<file path="src/arsv_pkg.sv">
package arsv_pkg;

  // Operating standard selected for the core.
  typedef enum logic [1:0] {
    ARSV_BASEX,
    ARSV_SGMII_MAC,
    ARSV_SGMII_PHY
  } arsv_mode_t;

  // Status word layout for the upper half.
  localparam int RF_TYPE_LO = 8;
  localparam int RF_TYPE_HI = 9;
  localparam int SPEED_LO = 10;
  localparam int SPEED_HI = 11;
  localparam int DUPLEX_BIT = 12;
  localparam int RF_FLAG_BIT = 13;
  localparam int PAUSE_LO = 14;
  localparam int PAUSE_HI = 15;

  // Link-partner base page field positions.
  localparam int LP_PAUSE_LO = 7;
  localparam int LP_PAUSE_HI = 8;
  localparam int LP_DUPLEX_X = 5;
  localparam int LP_SPEED_LO = 10;
  localparam int LP_SPEED_HI = 11;
  localparam int LP_DUPLEX_S = 12;
  localparam int LP_RF_LO = 12;
  localparam int LP_RF_HI = 13;
  localparam int LP_LINK = 15;

  // Advertisement register speed field positions.
  localparam int ADV_SPEED_LO = 10;
  localparam int ADV_SPEED_HI = 11;

  // Encodings.
  localparam logic [1:0] SPEED_1000 = 2'h2;
  localparam logic [1:0] RF_NONE = 2'h0;
  localparam logic [1:0] RF_LINK_FAIL = 2'h2;
  localparam logic [7:0] STAT_RESET = 8'h00;

  // Interrupt register layout: bit 0 remote fault seen, bit 1 results changed.
  localparam logic [1:0] ADDR_IRQ_STAT = 2'h0;
  localparam logic [1:0] ADDR_IRQ_MASK = 2'h1;
  localparam logic [1:0] ADDR_STATUS = 2'h2;
  localparam int IRQ_RF = 0;
  localparam int IRQ_CHG = 1;
  localparam logic [1:0] IRQ_RESET = 2'h0;

endpackage : arsv_pkg

</file>
<file path="src/arsv_status_hi.sv">
`timescale 1ns/10ps
// Summary of operation
// [RL1] Remote fault type on bits nine to eight.
// [RL2] 1000BASE-X fault type from partner bits 13:12.
// [RL3] SGMII PHY side fault type held 00.
// [RL4] SGMII MAC side: type 10 when link low.
// [RL5] Speed bits 11:10; BASE-X fixed at 10.
// [RL6] SGMII speed from partner or advertisement.
// [RL7] Speed codes: 10 gig, 01 hundred, 00 ten.
// [RL8] Duplex bit 12 from partner bit 5 or 12.
// [RL9] Duplex one full, zero half.
// [RL10] Bit 13 flags a detected remote fault.
// [RL11] Fault flag sticky until status register read.
// [RL12] Client ignores flag in PHY or no management; the client model drops it in PHY mode (opMode 2) only.
// [RL13] Pause bits 15:14 from partner bits 8:7.
// [RL14] Pause codes none, symmetric, asymmetric, both.
// [RL15] Client registers all signals to and from device.
// [RL16] Client trusts SGMII results after negotiation completes.
// [RL17] Synchronous update, zero while in reset.
module arsv_status_hi (
  input wire logic mclk,
  input wire logic sys_rst,
  input wire logic clkEn,
  input wire logic [1:0] opMode,
  input wire logic [15:0] lpBasePage,
  input wire logic [15:0] advAbility,
  input wire logic remoteFaultEvt,
  input wire logic statusRegRead,
  input wire logic [1:0] regAddr,
  input wire logic [7:0] regWrData,
  input wire logic regWrStb,
  input wire logic regRdStb,
  output logic [7:0] regRdData,
  output logic [7:0] statusHi,
  output logic irq
);

  // Mode decoded from the configuration input; an illegal code falls back to BASE-X.
  arsv_pkg::arsv_mode_t mode;
  // Next value of the derived result fields, with the sticky flag copied in.
  logic [7:0] next_statusHi;
  // Sticky remote fault flag, kept in its own flip-flop.
  logic faultFlag;
  // Sticky interrupt status and mask.
  logic [1:0] irqStat;
  logic [1:0] irqMask;
  // Events that feed the interrupt status.
  logic [1:0] irqEvt;

  // The block keeps no copy of the management registers. It only watches the
  // partner base page and the local advertisement as levels and re-derives
  // every result field on each enabled edge. Those levels may change at any time.
  // The status word therefore follows them with one cycle of latency and never
  // holds a stale field once the inputs have settled.
  // The price is that a glitch on a source register shows up for one cycle.
  // The client is expected to qualify the results with its own completion flag.
  // Mode code three is not a real configuration; it is read as BASE-X.
  // That keeps the speed field at the gigabit code instead of a random value.
  // Decode the mode input into the enumerated type.
  always_comb begin
    unique case (opMode)
      2'h1: mode = arsv_pkg::ARSV_SGMII_MAC;
      2'h2: mode = arsv_pkg::ARSV_SGMII_PHY;
      default: mode = arsv_pkg::ARSV_BASEX;
    endcase
  end

  // Select each field from its source for the present mode.
  // The word is cleared first, so no field can keep a value from an older mode.
  // Indices are taken from the full status word, so eight is removed from each.
  // The sticky flag is not derived here; it is copied from its own flip-flop.
  always_comb begin
    next_statusHi = arsv_pkg::STAT_RESET;
    // Pause is copied in every mode; it only carries meaning in BASE-X.
    next_statusHi[arsv_pkg::PAUSE_HI - 8 -: 2] =
      lpBasePage[arsv_pkg::LP_PAUSE_HI:arsv_pkg::LP_PAUSE_LO]; // RL13 RL14
    next_statusHi[arsv_pkg::RF_FLAG_BIT - 8] = faultFlag; // RL10
    unique case (mode)
      arsv_pkg::ARSV_SGMII_MAC: begin
        // A dropped partner link is the only fault the MAC side can report.
        next_statusHi[arsv_pkg::RF_TYPE_HI - 8 -: 2] =
          lpBasePage[arsv_pkg::LP_LINK] ? arsv_pkg::RF_NONE : arsv_pkg::RF_LINK_FAIL; // RL4
        next_statusHi[arsv_pkg::SPEED_HI - 8 -: 2] =
          lpBasePage[arsv_pkg::LP_SPEED_HI:arsv_pkg::LP_SPEED_LO]; // RL6 RL7
        next_statusHi[arsv_pkg::DUPLEX_BIT - 8] = lpBasePage[arsv_pkg::LP_DUPLEX_S]; // RL8 RL9
      end
      arsv_pkg::ARSV_SGMII_PHY: begin
        // The PHY side has no fault type to show.
        next_statusHi[arsv_pkg::RF_TYPE_HI - 8 -: 2] = arsv_pkg::RF_NONE; // RL3
        next_statusHi[arsv_pkg::SPEED_HI - 8 -: 2] =
          advAbility[arsv_pkg::ADV_SPEED_HI:arsv_pkg::ADV_SPEED_LO]; // RL6 RL7
        next_statusHi[arsv_pkg::DUPLEX_BIT - 8] = lpBasePage[arsv_pkg::LP_DUPLEX_S]; // RL8 RL9
      end
      arsv_pkg::ARSV_BASEX: begin
        next_statusHi[arsv_pkg::RF_TYPE_HI - 8 -: 2] =
          lpBasePage[arsv_pkg::LP_RF_HI:arsv_pkg::LP_RF_LO]; // RL1 RL2
        // Speed is hard wired here; mode code three reads the same code.
        next_statusHi[arsv_pkg::SPEED_HI - 8 -: 2] = arsv_pkg::SPEED_1000; // RL5
        next_statusHi[arsv_pkg::DUPLEX_BIT - 8] = lpBasePage[arsv_pkg::LP_DUPLEX_X]; // RL8 RL9
      end
    endcase
  end

  // Sticky fault flag; a new fault in the read cycle wins over the clear.
  always_ff @(posedge mclk) begin
    if (sys_rst) begin
      faultFlag <= 1'b0; // RL17
    end else if (clkEn) begin
      if (remoteFaultEvt) begin
        faultFlag <= 1'b1; // RL10 RL11
      end else if (statusRegRead) begin
        faultFlag <= 1'b0; // RL11
      end
    end
  end

  // Register the status word so every output leaves a flip-flop.
  always_ff @(posedge mclk) begin
    if (sys_rst) begin
      statusHi <= arsv_pkg::STAT_RESET; // RL17
    end else if (clkEn) begin
      statusHi <= next_statusHi; // RL17
    end
  end

  // Events: a fault flag rising, or any result field changing.
  // The change event compares the next word with the registered one.
  // It fires once per change, on the edge that loads the new word.
  // A fault event seen while the clock enable is low is lost; a field change is taken once the enable returns.
  assign irqEvt[arsv_pkg::IRQ_RF] = next_statusHi[arsv_pkg::RF_FLAG_BIT - 8]
    & ~statusHi[arsv_pkg::RF_FLAG_BIT - 8];
  assign irqEvt[arsv_pkg::IRQ_CHG] = (next_statusHi != statusHi);

  // Interrupt status: set by events, cleared by writing one; set wins.
  always_ff @(posedge mclk) begin
    if (sys_rst) begin
      irqStat <= arsv_pkg::IRQ_RESET;
    end else if (clkEn) begin
      if (regWrStb && regAddr == arsv_pkg::ADDR_IRQ_STAT) begin
        irqStat <= (irqStat & ~regWrData[1:0]) | irqEvt;
      end else begin
        irqStat <= irqStat | irqEvt;
      end
    end
  end

  // Interrupt mask register, a one enables the bit.
  always_ff @(posedge mclk) begin
    if (sys_rst) begin
      irqMask <= arsv_pkg::IRQ_RESET;
    end else if (clkEn && regWrStb && regAddr == arsv_pkg::ADDR_IRQ_MASK) begin
      irqMask <= regWrData[1:0];
    end
  end

  // Interrupt output is registered, so it trails the status by one cycle.
  always_ff @(posedge mclk) begin
    if (sys_rst) begin
      irq <= 1'b0;
    end else if (clkEn) begin
      irq <= |(irqStat & irqMask);
    end
  end

  // Read data stands in the cycle after the strobe and reads zero otherwise.
  // Returning zero outside a read keeps a shared read bus free of stale data.
  // The status register reads the registered word, not the next value.
  always_ff @(posedge mclk) begin
    if (sys_rst) begin
      regRdData <= 8'h00;
    end else if (clkEn) begin
      regRdData <= 8'h00;
      if (regRdStb) begin
        unique case (regAddr)
          arsv_pkg::ADDR_IRQ_STAT: regRdData <= {6'h00, irqStat};
          arsv_pkg::ADDR_IRQ_MASK: regRdData <= {6'h00, irqMask};
          arsv_pkg::ADDR_STATUS: regRdData <= statusHi;
          default: regRdData <= 8'h00;
        endcase
      end
    end
  end

  // BASE-X speed stays at the gigabit code one cycle after the mode holds.
  speed_fixed_a: assert property (@(posedge mclk) disable iff (sys_rst)
    (clkEn && mode == arsv_pkg::ARSV_BASEX) |=> (statusHi[3:2] == 2'h2)) // RL5
    else $error("speed not fixed in basex");

  // PHY side shows no fault type.
  phy_rftype_a: assert property (@(posedge mclk) disable iff (sys_rst)
    (clkEn && mode == arsv_pkg::ARSV_SGMII_PHY) |=> (statusHi[1:0] == 2'h0)) // RL3
    else $error("phy fault type not zero");

  // MAC side with link down shows type 10.
  mac_rftype_a: assert property (@(posedge mclk) disable iff (sys_rst)
    (clkEn && mode == arsv_pkg::ARSV_SGMII_MAC && !lpBasePage[15])
      |=> (statusHi[1:0] == 2'h2)) // RL4
    else $error("mac fault type wrong");

  // BASE-X fault type follows partner bits 13:12.
  basex_rftype_a: assert property (@(posedge mclk) disable iff (sys_rst)
    (clkEn && mode == arsv_pkg::ARSV_BASEX)
      |=> (statusHi[1:0] == $past(lpBasePage[13:12]))) // RL2
    else $error("basex fault type wrong");

  // Speed in PHY mode follows the advertisement register.
  phy_speed_a: assert property (@(posedge mclk) disable iff (sys_rst)
    (clkEn && mode == arsv_pkg::ARSV_SGMII_PHY)
      |=> (statusHi[3:2] == $past(advAbility[11:10]))) // RL6
    else $error("phy speed wrong");

  // Duplex in BASE-X follows partner bit 5.
  basex_duplex_a: assert property (@(posedge mclk) disable iff (sys_rst)
    (clkEn && mode == arsv_pkg::ARSV_BASEX)
      |=> (statusHi[4] == $past(lpBasePage[5]))) // RL8
    else $error("basex duplex wrong");

  // Pause follows partner bits 8:7.
  pause_copy_a: assert property (@(posedge mclk) disable iff (sys_rst)
    clkEn |=> (statusHi[7:6] == $past(lpBasePage[8:7]))) // RL13
    else $error("pause field wrong");

  // Fault flag holds without a read.
  fault_sticky_a: assert property (@(posedge mclk) disable iff (sys_rst)
    (faultFlag && !statusRegRead) |=> faultFlag) // RL11
    else $error("fault flag dropped without read");

  // A fault event reaches status bit 13 two cycles later.
  fault_flag_a: assert property (@(posedge mclk) disable iff (sys_rst)
    (clkEn && remoteFaultEvt) ##1 clkEn |=> statusHi[5]) // RL10
    else $error("fault flag not shown");

  // Reset clears the status word.
  reset_zero_a: assert property (@(posedge mclk)
    sys_rst |=> (statusHi == 8'h00 && !faultFlag)) // RL17
    else $error("status not zero after reset");

  // The checks below cover the remaining mode paths and the register port.
  // Each one checks a registered value one edge after the cycle that triggers it.
  // They are disabled in reset, where the reset check above takes over.

  // Speed in MAC mode follows partner bits 11:10.
  mac_speed_a: assert property (@(posedge mclk) disable iff (sys_rst) // RL6
    (clkEn && mode == arsv_pkg::ARSV_SGMII_MAC)
      |=> (statusHi[3:2] == $past(lpBasePage[11:10])))
    else $error("mac speed wrong");

  // Duplex in MAC mode follows partner bit 12.
  mac_duplex_a: assert property (@(posedge mclk) disable iff (sys_rst) // RL8
    (clkEn && mode == arsv_pkg::ARSV_SGMII_MAC)
      |=> (statusHi[4] == $past(lpBasePage[12])))
    else $error("mac duplex wrong");

  // Duplex in PHY mode follows partner bit 12.
  phy_duplex_a: assert property (@(posedge mclk) disable iff (sys_rst) // RL8
    (clkEn && mode == arsv_pkg::ARSV_SGMII_PHY)
      |=> (statusHi[4] == $past(lpBasePage[12])))
    else $error("phy duplex wrong");

  // MAC side with link up shows no fault type.
  mac_link_up_a: assert property (@(posedge mclk) disable iff (sys_rst) // RL4
    (clkEn && mode == arsv_pkg::ARSV_SGMII_MAC && lpBasePage[15])
      |=> (statusHi[1:0] == 2'h0))
    else $error("mac fault type not zero");

  // A read without a new fault clears the flag.
  flag_clear_a: assert property (@(posedge mclk) disable iff (sys_rst) // RL11
    (clkEn && statusRegRead && !remoteFaultEvt)
      |=> !faultFlag)
    else $error("fault flag not cleared by read");

  // A fault event sets the flag even beside a read.
  flag_set_a: assert property (@(posedge mclk) disable iff (sys_rst) // RL11
    (clkEn && remoteFaultEvt)
      |=> faultFlag)
    else $error("fault flag not set");

  // Status bit 13 mirrors the sticky flag one cycle later.
  flag_mirror_a: assert property (@(posedge mclk) disable iff (sys_rst) // RL10
    clkEn
      |=> (statusHi[5] == $past(faultFlag)))
    else $error("fault flag not mirrored");

  // A low clock enable freezes the status word, the interrupt and the flag.
  frozen_state_a: assert property (@(posedge mclk) disable iff (sys_rst) // RL17
    !clkEn
      |=> ($stable(statusHi) && $stable(faultFlag) && $stable(irq)))
    else $error("state moved while frozen");

  // The interrupt follows the unmasked status one cycle later.
  irq_level_a: assert property (@(posedge mclk) disable iff (sys_rst)
    clkEn
      |=> (irq == $past(|(irqStat & irqMask))))
    else $error("irq level wrong");

  // Read data is zero outside the cycle after a read.
  rd_idle_a: assert property (@(posedge mclk) disable iff (sys_rst)
    (clkEn && !regRdStb)
      |=> (regRdData == 8'h00))
    else $error("read data not idle");

  // A status read returns the registered status word.
  rd_status_a: assert property (@(posedge mclk) disable iff (sys_rst) // RL10
    (clkEn && regRdStb && regAddr == arsv_pkg::ADDR_STATUS)
      |=> (regRdData == $past(statusHi)))
    else $error("status read data wrong");

  // A mask write lands in the mask register.
  mask_write_a: assert property (@(posedge mclk) disable iff (sys_rst)
    (clkEn && regWrStb && regAddr == arsv_pkg::ADDR_IRQ_MASK)
      |=> (irqMask == $past(regWrData[1:0])))
    else $error("mask write lost");

  // A fault event sets its interrupt bit, even beside a clear.
  irq_set_wins_a: assert property (@(posedge mclk) disable iff (sys_rst)
    (clkEn && irqEvt[0])
      |=> irqStat[0])
    else $error("fault irq not set");

  // Writing a one clears the fault interrupt bit when no event competes.
  irq_clear_a: assert property (@(posedge mclk) disable iff (sys_rst)
    (clkEn && regWrStb && regAddr == arsv_pkg::ADDR_IRQ_STAT && regWrData[0] && !irqEvt[0])
      |=> !irqStat[0])
    else $error("fault irq not cleared");

  // A change of any result field sets the change interrupt bit.
  irq_change_a: assert property (@(posedge mclk) disable iff (sys_rst)
    (clkEn && irqEvt[1])
      |=> irqStat[1])
    else $error("change irq not set");

endmodule : arsv_status_hi

</file>
<file path="config.mk">
export PLATFORM = sky130hd
export DESIGN_NAME = arsv_status_hi
export DESIGN_NICKNAME = d
export VERILOG_FILES = /design/src/arsv_pkg.sv /design/src/arsv_status_hi.sv
export SDC_FILE = /design/constraint.sdc
export NUM_CORES = 1
export LEC_CHECK = 0
export BUFFER_PORTS_ARGS = -buffer_cell sky130_fd_sc_hd__buf_2
export CAP_MARGIN = 30
export CORE_MARGIN = 3
export CORE_UTILIZATION = 30
export DETAILED_ROUTE_END_ITERATION = 6
export GPL_TIMING_DRIVEN = 0
export PLACE_DENSITY_LB_ADDON = 0.08
export SETUP_SLACK_MARGIN = 0.5
export SLEW_MARGIN = 25
export SYNTH_ARGS = -nofsm -noshare
export SYNTH_HDL_FRONTEND = slang
export SYNTH_SLANG_ARGS = --single-unit
</file>
<file path="constraint.sdc">
create_clock -name mclk -period 1.9 [get_ports mclk]
set_clock_uncertainty 0.2 [all_clocks]
set_input_delay 0.19 -clock mclk [delete_from_list [all_inputs] [get_ports mclk]]
set_output_delay 0.19 -clock mclk [all_outputs]
set_load 0.005 [all_outputs]
</file>
==> impl_metrics.yaml <==
run_status:
  run_status: "completed"
sta:
  min_period_over_period: 0.839
  hold_violations: 0
  final.hold.worst_slack_ns: 0.00756
  timing_max_transition_violations_final: 0
  finalCriticalPeriod_ns: 1.59
  maxClockFrequency_mhz: 628
  max-slew-margin-rel: 0.611
  rsz0062_at_grt: "yes"
  timing_worst_slew_pin_value_ns: 0.583
  report.final.setup_viol: 0
  finalWorstSetupSlack_ns: 0.307
clock_tree:
  cts_tree: "done"
  number_of_h_tree_levels: 1
  cts_inserted_buffers: 3
  clk-insertion-delay-late_ns: 0.26
  cts_buffer_depth: 2
  clock-sinks: 22
  path_clk_slew_ns: 0.07
  ctsRootBufferMaster: "clkbuf_8"
die:
  core_region_area_um2: 3440
  placement_rows: 21
  initial_utilization: 0.324
  chipHeight_um: 66.9
  ioPinCount: 68
  fp.dieW_um: 66.9
  dieArea_um2: 4480
placed_design:
  post-place-ws_ns: -0.115
  detailedPlacementHpwl_mm: 2.18
  place_congestion: 0.765
  placedCellCount: 215
  standard_cell_area_after_detailed_placement_um2: 1410
  io_buffers: 39
setup_path:
  crit_path_start_kind: "input port"
  worst-endpoint-arrival_ns: 1.53
  timing.setup.critical_path_class: "in -> reg"
  critical-path-max-stage-delay_ns: 0.38
  worstPathCellList: "buf_12 -> inv_12 -> ha_4 -> buf_6 -> and3b_1 -> or3_4 -> a2111oi_4 -> a31oi_1"
  timing.critical_path.required_ns: 1.84
  worst-r2r-cell-count: 3
  critical_path_end_type: "register"
  worst-path-max-fanout: 4
  slowest_stage: "or3_4"
cells_and_area:
  fin_area_um2: 1580
  synthToLayoutAreaGrowth_pct: 41.5
  post_route_cells_drive_above_1_share: 0.317
  fill_cells: 359
  instances_no_fill: 226
  nets: 235
  antenna-diode-count: 0
drt:
  drt_pre_antenna_iters: 4
  drt_first_iter_violations: 53
  via_count: 1088
  drtAntennaViolNets: 0
  routed_wirelength_mm: 3.01
  drcViolationCount: 0
  routed_via_density: 4.81
  drt-wirelength-per-cell_um: 13.3
logic_synthesis:
  yosys_warnings: 0
  post-synth-top-area-fraction: 0.396
  synth.area.top_cells: "dfxtp_1 40%, mux2i_1 7.2%, nor2_1 6.7%"
  syn-num-nets: 184
  synth_area_um2: 1110
  synth_cell_type_count: 31
  avgSynthCellArea_um2: 8.57
  synth_cells: 130
  yosys_register_bits: 22
  netlist.top_cell.by_area: "dfxtp_1"
  synth_sequential_area_ratio: 0.396
grt:
  global_route_usage_over_all_layers: 0.148
  grt_overflow: 0
  grt_pass1_vias: 1127
  grt_first_pass_wirelength_mm: 5.06
  grt_start_max_net_pins: 13
  initial_antenna_violation_count: 0
job:
  maxCapViolCount: 0
pwr:
  pd_cells_nw_per_um2: 654
  power.leakage_nw: 0.700
  total_power_mw: 1.03
  ir_worst_vdd_v: 0.000373
min_path:
  worst_hold_path_type: "in -> reg"
  hold-path-cell-count: 3
==> kinds of logic after synthesis <==
family                     after synthesis  synth area share
adders and majority gates                3            0.0337
and+or+nand+nor                         47             0.221
xor gates and xnor gates                 4            0.0315
DFF                                     22             0.396
muxes                                    8            0.0719
buffers and inverters                   12            0.0472
AOI/OAI and AO/OA                       34             0.199
==> synthesized netlist by cell type <==
cell	count
a2111oi_1	1
and4b_1	1
a211oi_1	5
mux2i_1	8
a21boi_0	1
nand3_1	6
a22oi_1	4
nor2b_1	8
ha_1	3
o21a_1	1
o22ai_1	1
o21bai_1	1
o21ai_0	1
nor2_1	20
nand2_1	2
nor4bb_1	1
clkbuf_1	6
nand3b_1	1
xnor2_1	4
and3_1	2
or3_1	1
buf_6	1
nand2b_1	3
a21bo_2	1
a21oi_1	14
and3b_2	1
and3b_1	1
dfxtp_1	22
a31oi_1	2
o2bb2ai_1	2
inv_1	5
==> cell type report <==
class / count / area, um2 / area share
Tap cell: 46 / 57.6 / 0.0365
Multi-Input combinational cell: 96 / 673 / 0.427
Sequential cell: 22 / 440 / 0.280
Inverter: 5 / 31.3 / 0.0199
Buffer: 7 / 36.3 / 0.0230
Clock buffer: 4 / 55.1 / 0.0349
Timing Repair Buffer: 46 / 282 / 0.179
==> placed cells by master, fill, tap and decap left out, drive strengths merged <==
cell         count
and3b            2
o21ai            1
inv              5
a211oi           5
and3             2
clkbuf          10
mux2i            8
buf             42
nor4bb           1
a21boi           1
o21a             1
a21bo            1
a2111oi          1
or3              1
o2bb2ai          2
a21oi           14
nor2            20
dlygate4sd3      5
nor2b            8
dfxtp           22
nand3b           1
nand2b           3
a31oi            2
o21bai           1
ha               3
nand2            2
o22ai            1
xnor2            4
and4b            1
a22oi            4
nand3            6
==> flip-flops by register name, indices dropped and copies added, names as in the netlist <==
name / cells
faultFlag: 1
irq: 1
irqMask: 2
irqStat: 2
regRdData: 8
statusHi: 8
==> power breakdown <==
part | switching (mW) | internal [mW]
Sequential | 0.0195 | 0.479
Combinational | 0.0990 | 0.104
Clock | 0.145 | 0.184
Total | 0.263 | 0.768
==> final timing paths <==
check / start / to / slack (ns)
worst max-delay path: opMode[1] / irqStat[1] / 0.31
worst min-delay path: remoteFaultEvt / faultFlag / 0.008
worst min register to register: regRdData[1] / regRdData[1] / 0.27
worst max register to register: statusHi[4] / irqStat[1] / 0.40
==> per-layer routing <==
metal / up-vias / global-route usage / wire length [um]
met5: - / 0 / 0
met4: 0 / 0.0228 / 17
met3: 2 / 0.0438 / 169
met2: 24 / 0.259 / 1440
met1: 503 / 0.182 / 1390
li1: 559 / - / -
==> timing repair <==
item	4_1_cts	5_1_grt
pin swaps	6	2
endpoints found under the hold margin	5	0
hold buffers	5	0
resized for setup	8	5
setup buffers	2	0
setup endpoints to repair	6	5
==> stage by stage <==
step / util / setup TNS, ns
global placement: 0.409 / -0.107
CTS: 0.451 / 0
global route: 0.458 / 0
detailed placement: 0.409 / -0.115
finish: 0.458 / 0
floorplan: - / 0
==> critical path: cells and delay by family <==
| family | cells | cell delay, ns |
|---|---|---|
| compound gates | 2 | 0.41 |
| simple gates | 2 | 0.57 |
| fa+ha+maj | 1 | 0.11 |
| buf+inv | 3 | 0.25 |
Note: power is estimated with default switching activity, not from simulation.
